[src/design/osr_map.svh]
// Register map constants for the sysref output state bank.
// Assumes an Avalon-MM slave with byte addresses, one word per register.
`ifndef OSR_MAP_SVH
`define OSR_MAP_SVH
// Register indices; byte address is four times the index
`define OSR_IDX_A0_SRC 8'h28
`define OSR_IDX_A1_SRC 8'h29
`define OSR_IDX_A2_SRC 8'h2A
`define OSR_IDX_A0_DRV 8'h2C
`define OSR_IDX_A1_DRV 8'h2D
`define OSR_IDX_A2_DRV 8'h2E
`define OSR_IDX_B0_SRC 8'h38
`define OSR_IDX_B1_SRC 8'h39
`define OSR_IDX_B0_DRV 8'h3C
`define OSR_IDX_B1_DRV 8'h3D
`define OSR_IDX_C0_SRC 8'h48
`define OSR_IDX_C1_SRC 8'h49
`define OSR_IDX_C0_DRV 8'h4C
`define OSR_IDX_C1_DRV 8'h4D
`define OSR_IDX_D_SRC 8'h58
`define OSR_IDX_D_DRV 8'h5C
`define OSR_IDX_GATES 8'h76
// Field positions in the source/delay register
`define OSR_SRC_BIT 4
`define OSR_DLY_HI 3
`define OSR_DLY_LO 1
// Field positions in the driver state register
`define OSR_PD_BIT 7
`define OSR_BIAS_BIT 5
`define OSR_STYLE_BIT 4
`define OSR_AMP_HI 3
`define OSR_AMP_LO 2
// Reset values
`define OSR_SRC_RST 1'b1
`define OSR_DLY_RST 3'h0
`define OSR_PD_RST 1'b0
`define OSR_BIAS_RST 1'b0
`define OSR_STYLE_RST 1'b0
`define OSR_AMP_RST 2'h0
`define OSR_GATE_RST 1'b0
// Bank geometry and timing
`define OSR_NUM_OUT 8
`define OSR_NUM_CHAN 4
`define OSR_MAX_DLY 7
`endif

[src/design/osr_pkg.sv]
// Types shared by the sysref output state bank.
// Assumes osr_map.svh is on the include path.
package osr_pkg;
  // Kind of register hit by an address
  typedef enum logic [1:0] {
    OSR_REG_NONE = 2'b00,
    OSR_REG_SRC = 2'b01,
    OSR_REG_DRV = 2'b10,
    OSR_REG_GATE = 2'b11
  } osr_kind_t;
  // Result of decoding a register index
  typedef struct packed {
    osr_kind_t kind;
    logic [2:0] num;
  } osr_dec_t;
  // Bus handshake state
  typedef enum logic {
    OSR_BUS_IDLE = 1'b0,
    OSR_BUS_ACK = 1'b1
  } osr_bus_t;
endpackage : osr_pkg

[src/design/osr_out_stage.sv]
// One sysref output path: source select, phase delay, gating.
// Assumes inputs are already synchronised to clk.
`timescale 1ns/1ps
`include "osr_map.svh"
module osr_out_stage
  import osr_pkg::*;
(
  input wire logic clk,
  input wire logic resetn,
  input wire logic chan_clk,
  input wire logic sysref,
  input wire logic src_sel,
  input wire logic [2:0] phase_dly,
  input wire logic power_down,
  input wire logic gate,
  output logic q
);
  // Selected source level
  logic src_lvl;
  // History of the selected source, newest at bit 0
  logic [`OSR_MAX_DLY-1:0] hist;
  // Taps: current value plus delayed copies
  logic [`OSR_MAX_DLY:0] taps;

  // Low picks the channel clock, high the sysref
  assign src_lvl = src_sel ? sysref : chan_clk;
  assign taps = {hist, src_lvl};

  // Delay line, one clk cycle per delay step
  always_ff @(posedge clk or negedge resetn) begin
    if (!resetn) begin
      hist <= '0;
    end else begin
      hist <= taps[`OSR_MAX_DLY-1:0];
    end
  end

  // Disabled or powered-down outputs sit static low
  always_ff @(posedge clk or negedge resetn) begin
    if (!resetn) begin
      q <= 1'b0;
    end else if (!gate || power_down) begin
      q <= 1'b0;
    end else begin
      q <= taps[phase_dly];
    end
  end
endmodule : osr_out_stage

[src/design/osr_regs.sv]
// Sysref output state register bank with eight output paths.
// Assumes an Avalon-MM master on clk; pin inputs are asynchronous.
//
// Functional notes
// - Each output applies its stored source, delay, driver settings.
// - Power D7, bias D5, style D4, amplitude D3:D2.
// - Style clear LVDS, set PECL; reset LVDS.
// - Gate cleared holds output low; reset disabled.
// - Source select clear is channel clock; reset sysref.
`timescale 1ns/1ps
`include "osr_map.svh"
module osr_regs
  import osr_pkg::*;
(
  input wire logic clk,
  input wire logic resetn,
  // Avalon-MM slave, byte addressed
  input wire logic [9:0] avs_address,
  input wire logic avs_read,
  input wire logic avs_write,
  input wire logic [3:0] avs_byteenable,
  input wire logic [31:0] avs_writedata,
  output logic [31:0] avs_readdata,
  output logic avs_waitrequest,
  // Asynchronous signal inputs
  input wire logic sysref_in,
  input wire logic [3:0] chan_clk_in,
  // Sysref output levels, A0 at bit 0
  output logic [7:0] sysref_output,
  // Per-output settings for the analog drivers
  output logic [7:0] sysref_src_sel,
  output logic [7:0][2:0] sysref_phase_dly,
  output logic [7:0] out_power_down,
  output logic [7:0] bias_ctrl_n,
  output logic [7:0] drv_style_pecl,
  output logic [7:0][1:0] drv_amplitude,
  output logic [7:0] sysref_out_gate
);

  // Map a register index to its kind and output number.
  // Unknown indices decode to NONE, so writes there drop silently.
  function automatic osr_dec_t osr_decode(input logic [7:0] idx);
    osr_dec_t d;
    d.kind = OSR_REG_NONE;
    d.num = 3'h0;
    case (idx)
      // Channel A source and delay
      `OSR_IDX_A0_SRC: begin
        d.kind = OSR_REG_SRC;
        d.num = 3'h0;
      end
      `OSR_IDX_A1_SRC: begin
        d.kind = OSR_REG_SRC;
        d.num = 3'h1;
      end
      `OSR_IDX_A2_SRC: begin
        d.kind = OSR_REG_SRC;
        d.num = 3'h2;
      end
      // Channel B source and delay
      `OSR_IDX_B0_SRC: begin
        d.kind = OSR_REG_SRC;
        d.num = 3'h3;
      end
      `OSR_IDX_B1_SRC: begin
        d.kind = OSR_REG_SRC;
        d.num = 3'h4;
      end
      // Channel C source and delay
      `OSR_IDX_C0_SRC: begin
        d.kind = OSR_REG_SRC;
        d.num = 3'h5;
      end
      `OSR_IDX_C1_SRC: begin
        d.kind = OSR_REG_SRC;
        d.num = 3'h6;
      end
      // Channel D source and delay
      `OSR_IDX_D_SRC: begin
        d.kind = OSR_REG_SRC;
        d.num = 3'h7;
      end
      // Channel A driver state
      `OSR_IDX_A0_DRV: begin
        d.kind = OSR_REG_DRV;
        d.num = 3'h0;
      end
      `OSR_IDX_A1_DRV: begin
        d.kind = OSR_REG_DRV;
        d.num = 3'h1;
      end
      `OSR_IDX_A2_DRV: begin
        d.kind = OSR_REG_DRV;
        d.num = 3'h2;
      end
      // Channel B driver state
      `OSR_IDX_B0_DRV: begin
        d.kind = OSR_REG_DRV;
        d.num = 3'h3;
      end
      `OSR_IDX_B1_DRV: begin
        d.kind = OSR_REG_DRV;
        d.num = 3'h4;
      end
      // Channel C driver state
      `OSR_IDX_C0_DRV: begin
        d.kind = OSR_REG_DRV;
        d.num = 3'h5;
      end
      `OSR_IDX_C1_DRV: begin
        d.kind = OSR_REG_DRV;
        d.num = 3'h6;
      end
      // Channel D driver state
      `OSR_IDX_D_DRV: begin
        d.kind = OSR_REG_DRV;
        d.num = 3'h7;
      end
      // Shared gate register for all eight outputs
      `OSR_IDX_GATES: begin
        d.kind = OSR_REG_GATE;
      end
      // Anything else is a hole in the map
      default: begin
        d.kind = OSR_REG_NONE;
      end
    endcase
    return d;
  endfunction : osr_decode

  // Channel feeding each output: A0-A2, B0-B1, C0-C1, D.
  // Used for every generated path, so the split lives in one place.
  function automatic logic [1:0] osr_chan_of(input int unsigned n);
    logic [1:0] c;
    // Output D is alone in the last channel
    c = 2'h3;
    if (n < 3) begin
      // Outputs A0 to A2
      c = 2'h0;
    end else if (n < 5) begin
      // Outputs B0 and B1
      c = 2'h1;
    end else if (n < 7) begin
      // Outputs C0 and C1
      c = 2'h2;
    end
    return c;
  endfunction : osr_chan_of

  // Bus handshake state
  osr_bus_t bus_state;
  // Decoded view of the current address
  osr_dec_t dec;
  // Write commits at the edge the master sees waitrequest low
  // A write with the low lane off completes but stores nothing
  logic wr_commit;
  // Read word assembled from the fields
  logic [7:0] rd_byte;

  // Synchroniser stages for {sysref, channel clocks}
  // Bit 4 is the sysref, bits 3:0 channels A to D
  logic [4:0] sync1;
  logic [4:0] sync2;
  logic [4:0] sync3;
  // Filtered levels, updated when stages two and three agree
  logic [4:0] sync_lvl;

  // Index is the byte address divided by four
  assign dec = osr_decode(avs_address[9:2]);

  // Low byte lane carries the 8-bit registers
  assign wr_commit = (bus_state == OSR_BUS_ACK) && avs_write && avs_byteenable[0];

  // Read mux; reserved bits read as zero
  always_comb begin
    // Default first so every path assigns the byte
    rd_byte = 8'h00;
    case (dec.kind)
      // Source at D4, delay at D3:D1
      OSR_REG_SRC: begin
        rd_byte[`OSR_SRC_BIT] = sysref_src_sel[dec.num];
        rd_byte[`OSR_DLY_HI:`OSR_DLY_LO] = sysref_phase_dly[dec.num];
      end
      // D6 and D1:D0 are reserved
      OSR_REG_DRV: begin
        rd_byte[`OSR_PD_BIT] = out_power_down[dec.num];
        rd_byte[`OSR_BIAS_BIT] = bias_ctrl_n[dec.num];
        rd_byte[`OSR_STYLE_BIT] = drv_style_pecl[dec.num];
        rd_byte[`OSR_AMP_HI:`OSR_AMP_LO] = drv_amplitude[dec.num];
      end
      OSR_REG_GATE: begin
        // A0 sits at D7, D at D0
        for (int i = 0; i < `OSR_NUM_OUT; i++) begin
          rd_byte[7 - i] = sysref_out_gate[i];
        end
      end
      // Holes in the map read back as zero
      default: begin
        rd_byte = 8'h00;
      end
    endcase
  end

  // Bus handshake: one wait cycle, then a one-cycle answer.
  // Registering the answer keeps waitrequest glitch-free
  // at the cost of one extra cycle per access.
  always_ff @(posedge clk or negedge resetn) begin
    if (!resetn) begin
      bus_state <= OSR_BUS_IDLE;
      avs_waitrequest <= 1'b1;
    end else begin
      case (bus_state)
        OSR_BUS_IDLE: begin
          // Take a request and answer on the next edge
          if (avs_read || avs_write) begin
            bus_state <= OSR_BUS_ACK;
            avs_waitrequest <= 1'b0;
          end
        end
        OSR_BUS_ACK: begin
          // Master completes here and releases the request
          bus_state <= OSR_BUS_IDLE;
          avs_waitrequest <= 1'b1;
        end
        default: begin
          // Unreachable with two states; fall back to idle
          bus_state <= OSR_BUS_IDLE;
          avs_waitrequest <= 1'b1;
        end
      endcase
    end
  end

  // Read data, captured as waitrequest drops
  // The word then stands until the next read is taken
  always_ff @(posedge clk or negedge resetn) begin
    if (!resetn) begin
      avs_readdata <= 32'h00000000;
    end else if (bus_state == OSR_BUS_IDLE && avs_read) begin
      // Unmapped indices answer with zero
      avs_readdata <= {24'h000000, rd_byte};
    end
  end

  // Source select and phase delay fields
  always_ff @(posedge clk or negedge resetn) begin
    if (!resetn) begin
      // Reset routes every output to the sysref
      sysref_src_sel <= {`OSR_NUM_OUT{`OSR_SRC_RST}};
      sysref_phase_dly <= {`OSR_NUM_OUT{`OSR_DLY_RST}};
    end else if (wr_commit && dec.kind == OSR_REG_SRC) begin
      // Only the addressed output changes
      sysref_src_sel[dec.num] <= avs_writedata[`OSR_SRC_BIT];
      sysref_phase_dly[dec.num] <= avs_writedata[`OSR_DLY_HI:`OSR_DLY_LO];
    end
  end

  // Driver state fields: power, bias, style, amplitude
  always_ff @(posedge clk or negedge resetn) begin
    if (!resetn) begin
      // Powered up, bias low, smallest amplitude
      out_power_down <= {`OSR_NUM_OUT{`OSR_PD_RST}};
      bias_ctrl_n <= {`OSR_NUM_OUT{`OSR_BIAS_RST}};
      // Reset selects the LVDS driver
      drv_style_pecl <= {`OSR_NUM_OUT{`OSR_STYLE_RST}};
      drv_amplitude <= {`OSR_NUM_OUT{`OSR_AMP_RST}};
    end else if (wr_commit && dec.kind == OSR_REG_DRV) begin
      // Only the addressed output changes
      out_power_down[dec.num] <= avs_writedata[`OSR_PD_BIT];
      bias_ctrl_n[dec.num] <= avs_writedata[`OSR_BIAS_BIT];
      // Clear is LVDS, set is PECL
      drv_style_pecl[dec.num] <= avs_writedata[`OSR_STYLE_BIT];
      drv_amplitude[dec.num] <= avs_writedata[`OSR_AMP_HI:`OSR_AMP_LO];
    end
  end

  // Output gate register, A0 in the top bit
  always_ff @(posedge clk or negedge resetn) begin
    if (!resetn) begin
      // All outputs start disabled
      sysref_out_gate <= {`OSR_NUM_OUT{`OSR_GATE_RST}};
    end else if (wr_commit && dec.kind == OSR_REG_GATE) begin
      // One byte sets all eight gates at once
      for (int i = 0; i < `OSR_NUM_OUT; i++) begin
        sysref_out_gate[i] <= avs_writedata[7 - i];
      end
    end
  end

  // Three-stage synchroniser for the asynchronous inputs.
  // Stage one feeds only stage two, so metastability
  // never reaches the filter.
  always_ff @(posedge clk or negedge resetn) begin
    if (!resetn) begin
      // Pins are taken as low out of reset
      sync1 <= 5'h00;
      sync2 <= 5'h00;
      sync3 <= 5'h00;
    end else begin
      sync1 <= {sysref_in, chan_clk_in};
      sync2 <= sync1;
      sync3 <= sync2;
    end
  end

  // Accept a change only once stages two and three agree
  always_ff @(posedge clk or negedge resetn) begin
    if (!resetn) begin
      sync_lvl <= 5'h00;
    end else begin
      for (int k = 0; k < 5; k++) begin
        // A disagreement keeps the last accepted level
        if (sync2[k] == sync3[k]) begin
          sync_lvl[k] <= sync3[k];
        end
      end
    end
  end

  // One path per output; each takes its channel's clock.
  // Phase delay is modelled in clk cycles, so the real
  // sub-nanosecond steps are only represented by order.
  // Outputs of one channel share a clock tap, so only the
  // delay code sets their relative phase.
  generate
    for (genvar g = 0; g < `OSR_NUM_OUT; g++) begin : g_out
      osr_out_stage u_stage (
        .clk(clk),
        .resetn(resetn),
        .chan_clk(sync_lvl[osr_chan_of(g)]),
        // Every path sees the same filtered sysref
        .sysref(sync_lvl[4]),
        .src_sel(sysref_src_sel[g]),
        .phase_dly(sysref_phase_dly[g]),
        .power_down(out_power_down[g]),
        .gate(sysref_out_gate[g]),
        .q(sysref_output[g])
      );
    end
  endgenerate

endmodule : osr_regs

[config.mk]
export PLATFORM = sky130hd
export DESIGN_NAME = osr_regs
export DESIGN_NICKNAME = d
export VERILOG_FILES = /design/src/design/osr_pkg.sv /design/src/design/osr_out_stage.sv /design/src/design/osr_regs.sv
export VERILOG_INCLUDE_DIRS = /design/src /design/src/design
export SDC_FILE = /design/constraint.sdc
export NUM_CORES = 1
export LEC_CHECK = 0
export BUFFER_PORTS_ARGS = -buffer_cell sky130_fd_sc_hd__buf_2
export CORE_UTILIZATION = 30
export CTS_BUF_LIST = sky130_fd_sc_hd__clkbuf_2
export DETAILED_ROUTE_END_ITERATION = 8
export PLACE_DENSITY_LB_ADDON = 0.2
export SKIP_CTS_REPAIR_TIMING = 1
export SLEW_MARGIN = 10
export SYNTH_ARGS = -nofsm -noshare
export SYNTH_HDL_FRONTEND = slang
export SYNTH_SLANG_ARGS = --single-unit
[constraint.sdc]
create_clock -name clk -period 5.27 [get_ports clk]
set_input_delay 0.7905 -clock clk [delete_from_list [all_inputs] [get_ports clk]]
set_output_delay 0.7905 -clock clk [all_outputs]
set_load 0.01 [all_outputs]
==> results of run 1 <==
[cell families (layout without fill, tap and decap cells)]
| logic type | after synthesis | after routing | share of synthesized area (%) |
|---|---|---|---|
| mux | 122 | 122 | 20.6 |
| compound gates | 68 | 68 | 6.33 |
| simple gates | 92 | 92 | 7.05 |
| flops | 174 | 174 | 58.4 |
| other cells | 1 | 25 | 0.0502 |
| fa+ha+maj | 6 | 6 | 0.804 |
| buf+inv | 74 | 166 | 6.56 |
| xor+xnor | 2 | 2 | 0.234 |
[sequential cells by signal, indices dropped and copies added (netlist names), 8 cells and up]
name / cells
sysref_src_sel: 8
out_power_down: 8
sysref_out_gate: 8
sysref_phase_dly: 24
g_out.u_stage.hist: 56
drv_amplitude: 16
bias_ctrl_n: 8
g_out.u_stage.q: 8
drv_style_pecl: 8
avs_readdata: 8
[power by group through the flow]
stage	combinational, uW	clock [uW]	sequential, uW
after floorplan	114	0	1450
after global placement	177	0	1460
after detailed placement	180	0	1470
after CTS	181	689	1450
after global routing	200	751	1460
final	181	662	1450
[how the worst max path moves through the flow]
stage                                end  slack, ns  cells after the start      startpoint
floorplan           sysref_phase_dly[12]       2.53                      6  avs_address[3]
global placement         avs_readdata[2]       2.01                      7  avs_address[2]
detailed placement       avs_readdata[2]       2.00                      7  avs_address[2]
CTS                      avs_readdata[4]       2.81                      6       bus_state
global route        sysref_phase_dly[15]       2.68                      6  avs_address[2]
finish                   avs_readdata[4]       2.79                      6       bus_state
[metrics by stage]
stage / std cells / power (uW) / cell area [um2] / setup slack, ns / utilization, %
after global routing: 979 / 2410 / 8410 / 2.68 / 34.5
after CTS: 973 / 2320 / 8350 / 2.81 / 34.2
final: 979 / 2290 / 8410 / 2.79 / 34.5
after global placement: 941 / 1640 / 8140 / 2.01 / 33.4
after detailed placement: 941 / 1650 / 8140 / 2.00 / 33.4
after floorplan: 562 / 1570 / 7560 / 2.53 / -
[final cells by class]
cell class | count | area share (%)
clock buffer | 17 | 1.01
timing repair buffer | 133 | 8.47
tap | 324 | 4.82
sequential | 174 | 51.9
clock inverter | 15 | 1.52
antenna | 1 | 0.0298
multi-input combinational | 314 | 32.2
inverter | 1 | 0.0447
[cells in the final DEF, fill, tap and decap left out, types with 2 or more instances in the layout]
cell / synthesis / final
a211o_1: 2 / 2
a211oi_1: 6 / 6
a21o_1: 3 / 3
a21oi_1: 9 / 9
a22o_1: 4 / 4
a22oi_1: 8 / 8
a2bb2oi_1: 2 / 2
and2_1: 3 / 3
buf_2: 1 / 121
buf_4: 56 / 6
clkbuf_2: 1 / 17
clkinv_2: 0 / 2
clkinv_4: 0 / 2
conb_1: 1 / 24
dfrtp_1: 165 / 165
dfstp_2: 9 / 9
dlygate4sd3_1: 0 / 5
inv_6: 0 / 7
maj3_1: 6 / 6
mux2_2: 92 / 92
mux2i_1: 14 / 14
mux4_2: 16 / 16
nand2_1: 17 / 17
nand2b_1: 11 / 11
nand3_1: 9 / 9
nand4b_1: 2 / 2
nor2_1: 14 / 14
nor2b_1: 4 / 4
nor3_1: 8 / 8
nor3b_1: 11 / 11
nor4b_1: 2 / 2
o21ai_0: 9 / 9
o221ai_1: 5 / 5
o22ai_1: 14 / 14
or3_1: 2 / 2
[per-layer routing]
metal,vias to the layer above,part of all wire [%],track usage (%)
li1,2111,-,-
met3,16,4.6,4.08
met2,144,48,26.0
met4,0,1.4,3.94
met1,2496,46,22.3
met5,-,0,0
==> reports/qor.txt, run 1 <==
Outcome: finished, final reports clean
Post-synthesis sequential area ratio: 58.4%
Reg2reg start: bus_state
Slowest cell on crit path: or4_1
Total CTS buffers: 17
Ranking of synthesized cells by area: dfrtp_1 (55%), mux2_2 (14%), buf_4 (5.6%)
Drt pass-1 iters: 5
Dominant cell type by area after synthesis: dfrtp_1
CTS H-tree lvls: 4
Worst hold path class: primary input to async pin
Most frequent CP cell: o21ai_0
Worst Path Max Fanout: 10
Via-per-instance ratio: 4.87
Mean area per synthesized cell: 13.9 um2
WHS: 0.0928 ns
Rows: 57
R2r worst-path depth: 6
Final period util: 47.1%
Antenna viol nets, final: 0
CP arrival: 3.24 ns
Skew final: 0.0289 ns
CTS tree: built
Sink Count: 174
Cell area power density: 272 mW/mm2
Vias in the first global route: 4933
Netlist cell types: 50
Share of cells above drive strength 1: 42.7%
Placeable Area: 0.0244 mm2
WP buf/inv: 0
Combinational Power Share: 7.9%
Synthesis Warnings: 0
HPWL after DPL: 14600 um
CP Class: flop to flop
Final net count: 696
Setup TNS: 0 ns
Peak VDD IR: 0.000111 V
Top-area cell type share of the netlist area: 55.2%
Max-slew headroom: 18.5%
Register Area: 0.00437 mm2
Worst-skew pair later-pin latency: 0.78 ns
Most frequent cell after synthesis: dfrtp_1
Die H: 160 um
Setup violators final: 0
Clock share of power: 28.9%
Slew of the pin with the lowest slew margin: 1.22 ns
Initial antenna violation count: 1
MaxCap Viol Count: 0
Multi-input logic area: 0.00270 mm2
Int Pwr: 1610 uW
Worst setup SP type: flop
RR Endpoint: avs_readdata[4]
Initial core utilization: 30.6%
Number of I/O pins: 176
Worst path max stage delay: 0.60 ns
DR DRC count: 0
Crit end category: flop
CP Cell Sequence: nand2b_1 -> or4_1 -> o21ai_0 -> o21ai_0 -> a211oi_1 -> a211o_1
Most used DFF post-synth: dfrtp_1
Initial DRC Count: 285
Sw frac: 29.4%
Clock Path Buffers: 2
Final hold violations: 0
WL/cell: 20.3 um
Post-synth EDFFs: 0
Detailed-route via count: 4767
Fin. max-slew vios: 0
GR Overflow Total: 0
Sequential Power Share: 63.2%
Largest net degree at the start of global routing: 105
Clock Pin Slew Worst Setup and Hold Paths: 0.28 ns
RSZ-0062 raised after global routing: no
CP top delay family: simple AND/OR/NAND/NOR gates
Sw power: 673 uW
Die area: 0.0255 mm2
Die W: 160 um
Period minus WS final: 2.48 ns
Post-synth top cells: dfrtp_1 (165), mux2_2 (92), buf_4 (56)
Area grow syn2layout: 12.5%
Filler cell count: 2445
Post-Syn Instances: 539
PortBufs: 122
Final wirelength: 19900 um
Syn Std Cell Area: 0.00747 mm2
Leakage Power: 0.00407 uW
GRT Total Usage: 16.3%
Root buf cell: clkbuf_2
Setup slack, reg-to-reg: 2.79 ns
CP Data Required Time: 6.02 ns
FF+latch count, synth: 174
Async SR Flop Fraction: 100%
First-pass GRT wire length: 31000 um
GP Congestion: 0.837
Peak Freq: 403 MHz
Power figures use the tool's default switching activity.
==> inputs of run 2 (changes only) <==
Clock period 5.27 ns to 2.6 ns, I/O delays scaled along.
==> run 2 against run 1 <==
  * Critical path depth is 1 higher
  * Critical endpoint unchanged
  * Largest power group unchanged
  * Global-route usage shrank 0.16 points
  * Via count increased by 1.5%
  * Clock skew grew 0.0046 ns
==> reports/qor.txt, run 2 (synthesis gave the netlist of run 1 again) <==
Outcome: finished, final reports clean
Most frequent CP cell: o21ai_0
CTS H-tree lvls: 4
Die W: 160 um
Cell area power density: 553 mW/mm2
Fin. max-slew vios: 0
PortBufs: 122
WL/cell: 19.8 um
Initial antenna violation count: 1
MaxCap Viol Count: 0
Skew final: 0.0334 ns
Worst path max stage delay: 0.50 ns
Peak VDD IR: 0.000256 V
Worst setup SP type: flop
Clock Path Buffers: 2
GR Overflow Total: 0
CTS tree: built
GRT Total Usage: 16.2%
First-pass GRT wire length: 30700 um
Drt pass-1 iters: 4
CP Data Required Time: 3.32 ns
RSZ-0062 raised after global routing: no
Via-per-instance ratio: 4.77
Filler cell count: 2426
Worst setup margin: 0.480 ns
Period minus WS final: 2.12 ns
Clock Pin Slew Worst Setup and Hold Paths: 0.26 ns
Final hold violations: 0
Register Area: 0.00437 mm2
Root buf cell: clkbuf_2
Antenna viol nets, final: 0
Number of I/O pins: 176
Initial core utilization: 30.6%
Die area: 0.0255 mm2
Share of cells above drive strength 1: 43.9%
Die H: 160 um
Max-slew headroom: 59.9%
CP top delay family: compound AO/OA/AOI/OAI gates
Rows: 57
WP buf/inv: 1
Area grow syn2layout: 17.1%
Placeable Area: 0.0244 mm2
CP Cell Sequence: nand2b_1 -> or4_1 -> o21ai_0 -> o21ai_0 -> a211oi_1 -> buf_4 -> a211o_1
Commonest non-fill, non-tap cell in the layout: dfrtp_1
Worst Path Max Fanout: 5
Multi-input logic area: 0.00270 mm2
Worst hold path class: primary input to flop
Slew of the pin with the lowest slew margin: 0.602 ns
Final net count: 728
CP Class: flop to flop
Final wirelength: 20000 um
Setup TNS: 0 ns
Sink Count: 174
CP arrival: 2.84 ns
Setup violators final: 0
Total CTS buffers: 17
Power Total: 4840 uW
Leakage Power: 0.00426 uW
Largest register by flop count: g_out.u_stage.hist
Most frequent cells in the layout: dfrtp_1 (165), buf_2 (121), mux2_2 (92)
DR DRC count: 0
HPWL after DPL: 15000 um
Dpl cells: 963
GP Congestion: 0.833
Detailed-route via count: 4840
Slowest cell on crit path: or4_1
Placement Setup Slack: 0.00815 ns
Post-route insts no fill: 1015
Final period util: 81.5%
Max FFs per register: 56
Worst-skew pair later-pin latency: 0.78 ns
Biggest regs: g_out.u_stage.hist: 56 flops, sysref_phase_dly: 24 flops, drv_amplitude: 16 flops
Crit end category: flop
Largest net degree at the start of global routing: 80
Vias in the first global route: 4961
Initial DRC Count: 344
Peak Freq: 472 MHz
[run 2: cell types whose count changed in the layout (fill, tap and decap cells not counted), sizes merged]
| cell | delta |
|---|---|
| buf | +22 |
| clkinv | -2 |
| dlygate4sd3 | +10 |
| diode | +4 |
| inv | +1 |
| bufinv | +2 |
| clkinvlp | -1 |
[run 2: area by class of cell]
cell class / instances / area share [%]
clock buffer: 17 / 0.972
timing repair buffer: 165 / 11.4
inverter: 1 / 0.0429
clock inverter: 15 / 2.00
antenna: 5 / 0.143
tap: 324 / 4.63
multi-input combinational: 314 / 30.9
sequential: 174 / 49.9
[run 2: power by group]
group / switching (uW) / internal, uW
clock network: 1020 / 482
logic: 231 / 171
registers: 88.7 / 2840
[run 2: routing by layer]
layer / vias up / global-route usage (%) / share of wire [%]
met3: 23 / 3.27 / 4.2
met4: 0 / 4.94 / 1.5
met1: 2491 / 21.8 / 46
met5: - / 0 / 0
met2: 150 / 26.2 / 48
li1: 2176 / - / -
[run 2: tightest hold or removal path: stages]
cell,delay [ns]
buf_2,0.12
nand2b_1,0.11
nor4_1,0.07
a22o_1,0.18
[run 2: through the flow]
step                      util [%]  cell area, um2  hold WS [ns]
after global placement        34.2            8330         0.298
final                         35.9            8750        0.0999
after floorplan                  -            7560        0.0944
after CTS                     35.2            8590        -0.627
after detailed placement      34.2            8330         0.306
after global routing          35.9            8750        0.0297
[run 2: final timing paths]
kind	slack [ns]	cells after the start	endpoint	startpoint
min reg2reg	0.38	0	sync2[0]	sync1[0]
min	0.1	4	avs_readdata[6]	avs_address[5]
min in group asynchronous	0.58	3	g_out[2].u_stage.hist[3]	resetn
max reg2reg	0.48	7	avs_readdata[4]	bus_state
max	0.48	7	avs_readdata[4]	bus_state
max in group asynchronous	1.15	4	sysref_phase_dly[16]	resetn
==> inputs of run 3 (changes only) <==
Clock period 2.6 ns to 1.88 ns, I/O delays scaled along.
==> run 3 against run 2 <==
  * Critical path type unchanged
  * The flow now finishes with violations (setup timing)
  * Clock-buffer cell count grew 1
  * Largest cell class unchanged
  * Combinational power increased by 71%
  * Register-to-register slack got worse by 0.49 ns
  * Cell area is 9.4% higher
  * Clock skew about the same
==> reports/qor.txt, run 3 (synthesis gave the netlist of run 1 again) <==
CP Class: flop to flop
Drt pass-1 iters: 4
Filler cell count: 2381
Hold_sp: avs_writedata[3]
Skew final: 0.0334 ns
Vias in the first global route: 5368
Reg2reg start: sysref_src_sel[4]
CP arrival: 2.54 ns
Final net count: 803
RR Endpoint: g_out[4].u_stage.q
Power Total: 6520 uW
Rows: 57
Initial core utilization: 30.6%
Total CTS buffers: 17
Setup violators final: 1
Commonest non-fill, non-tap cell in the layout: dfrtp_1
Max-slew headroom: 64.4%
Worst-skew pair later-pin latency: 0.76 ns
Die H: 160 um
GR Overflow Total: 0
Post-route insts no fill: 1087
Share of cells above drive strength 1: 53.7%
GRT Total Usage: 17.3%
Initial antenna violation count: 1
Clock Pin Slew Worst Setup and Hold Paths: 0.28 ns
Area grow syn2layout: 28.1%
Worst hold path class: primary input to flop
Clock Path Buffers: 2
Antenna viol nets, final: 0
Number of I/O pins: 176
Final wirelength: 21400 um
First-pass GRT wire length: 33100 um
RSZ-0062 raised after global routing: yes
Peak VDD IR: 0.000278 V
Hold Path Depth: 2
HPWL after DPL: 16100 um
Final Util: 39.3%
R2r worst-path depth: 5
Final hold violations: 0
CP Cell Sequence: mux2_2 -> mux4_2 -> mux2i_4 -> buf_4 -> nor3b_1
Slew of the pin with the lowest slew margin: 0.526 ns
Worst path max stage delay: 0.60 ns
CP Data Required Time: 2.53 ns
Cell area power density: 681 mW/mm2
Dpl cells: 1024
Worst Path Max Fanout: 2
Most frequent cells in the layout: dfrtp_1 (158), buf_2 (113), buf_4 (90)
Worst setup margin: -0.0109 ns
Fin. max-slew vios: 0
Outcome: complete, but fails checks
Setup TNS: -0.0109 ns
Crit end category: flop
Biggest regs: g_out.u_stage.hist: 56 flops, sysref_phase_dly: 24 flops, drv_amplitude: 16 flops
Register Area: 0.00437 mm2
CTS H-tree lvls: 4
Leakage Power: 0.00470 uW
Largest register by flop count: g_out.u_stage.hist
Failing checks: setup timing
Setup slack, reg-to-reg: -0.01 ns
Initial DRC Count: 268
WL/cell: 19.7 um
Largest net degree at the start of global routing: 53
Sink Count: 174
Multi-input logic area: 0.00290 mm2
Root buf cell: clkbuf_2
Period minus WS final: 1.89 ns
Die W: 160 um
Die area: 0.0255 mm2
Detailed-route via count: 5112
Slowest cell on crit path: dfstp_2
Worst setup SP type: flop
Hold Path End: drv_amplitude[11]
Max FFs per register: 56
PortBufs: 122
Final period util: 101%
MaxCap Viol Count: 0
Placeable Area: 0.0244 mm2
WHS: 0.102 ns
CTS tree: built
Via-per-instance ratio: 4.70
GP Congestion: 0.869
DR DRC count: 0
Peak Freq: 529 MHz
[run 3: changes by cell type in the layout (fill, tap and decap cells not counted), moves of 4 or more]
cell,before,now
buf_2,121,113
buf_4,26,90
buf_6,1,15
dfrtp_1,165,158
dfrtp_2,0,7
mux2_2,92,88
mux2_4,0,4
mux2i_1,14,10
nor3_1,8,3
[run 3: critical path, delay by kind of cell, from the launching register on]
kind | cells | cell delay, ns
muxes | 3 | 1.02
DFF | 1 | 0.60
buffers and inverters | 1 | 0.14
and+or+nand+nor | 1 | 0.04
[run 3: cell type report]
type | count | area share, %
inverters | 1 | 0.0392
multi-input cells | 314 | 30.3
repair buffers | 240 | 17.6
clock buffers | 18 | 0.941
diodes | 2 | 0.0523
well taps | 324 | 4.23
clock inverters | 14 | 1.14
flip-flops and latches | 174 | 45.7
[run 3: per-layer routing]
| metal | share of wire [%] | vias to the layer above | GRT usage (%) |
|---|---|---|---|
| li1 | - | 2330 | - |
| met1 | 46 | 2588 | 23.3 |
| met2 | 48 | 170 | 27.8 |
| met3 | 4.3 | 24 | 3.69 |
| met4 | 1.9 | 0 | 5.50 |
| met5 | 0 | - | 0 |
[run 3: power breakdown]
| part | total [uW] | switching, uW | internal, uW | leakage [uW] |
|---|---|---|---|---|
| Sequential | 4050 | 118 | 3930 | 0.00221 |
| Clock | 1780 | 1400 | 379 | 0.000123 |
| Combinational | 690 | 368 | 322 | 0.00236 |
[run 3: worst max-delay path by stage]
stage	start	to
after floorplan	avs_address[8]	bias_ctrl_n[4]
after global placement	avs_address[8]	avs_readdata[3]
final	sysref_src_sel[4]	g_out[4].u_stage.q
after global routing	sysref_src_sel[4]	sysref_src_sel[4]
after detailed placement	avs_address[2]	avs_readdata[4]
after CTS	bus_state	avs_readdata[4]
[run 3: per-stage QoR]
step | area, um2 | worst slack [ns]
2_1_floorplan | 7690 | -0.107
3_3_place_gp | 8920 | -0.327
3_5_place_dp | 8920 | -0.314
4_1_cts | 9120 | -0.179
5_1_grt | 9580 | -0.0699
6_report | 9580 | -0.0109
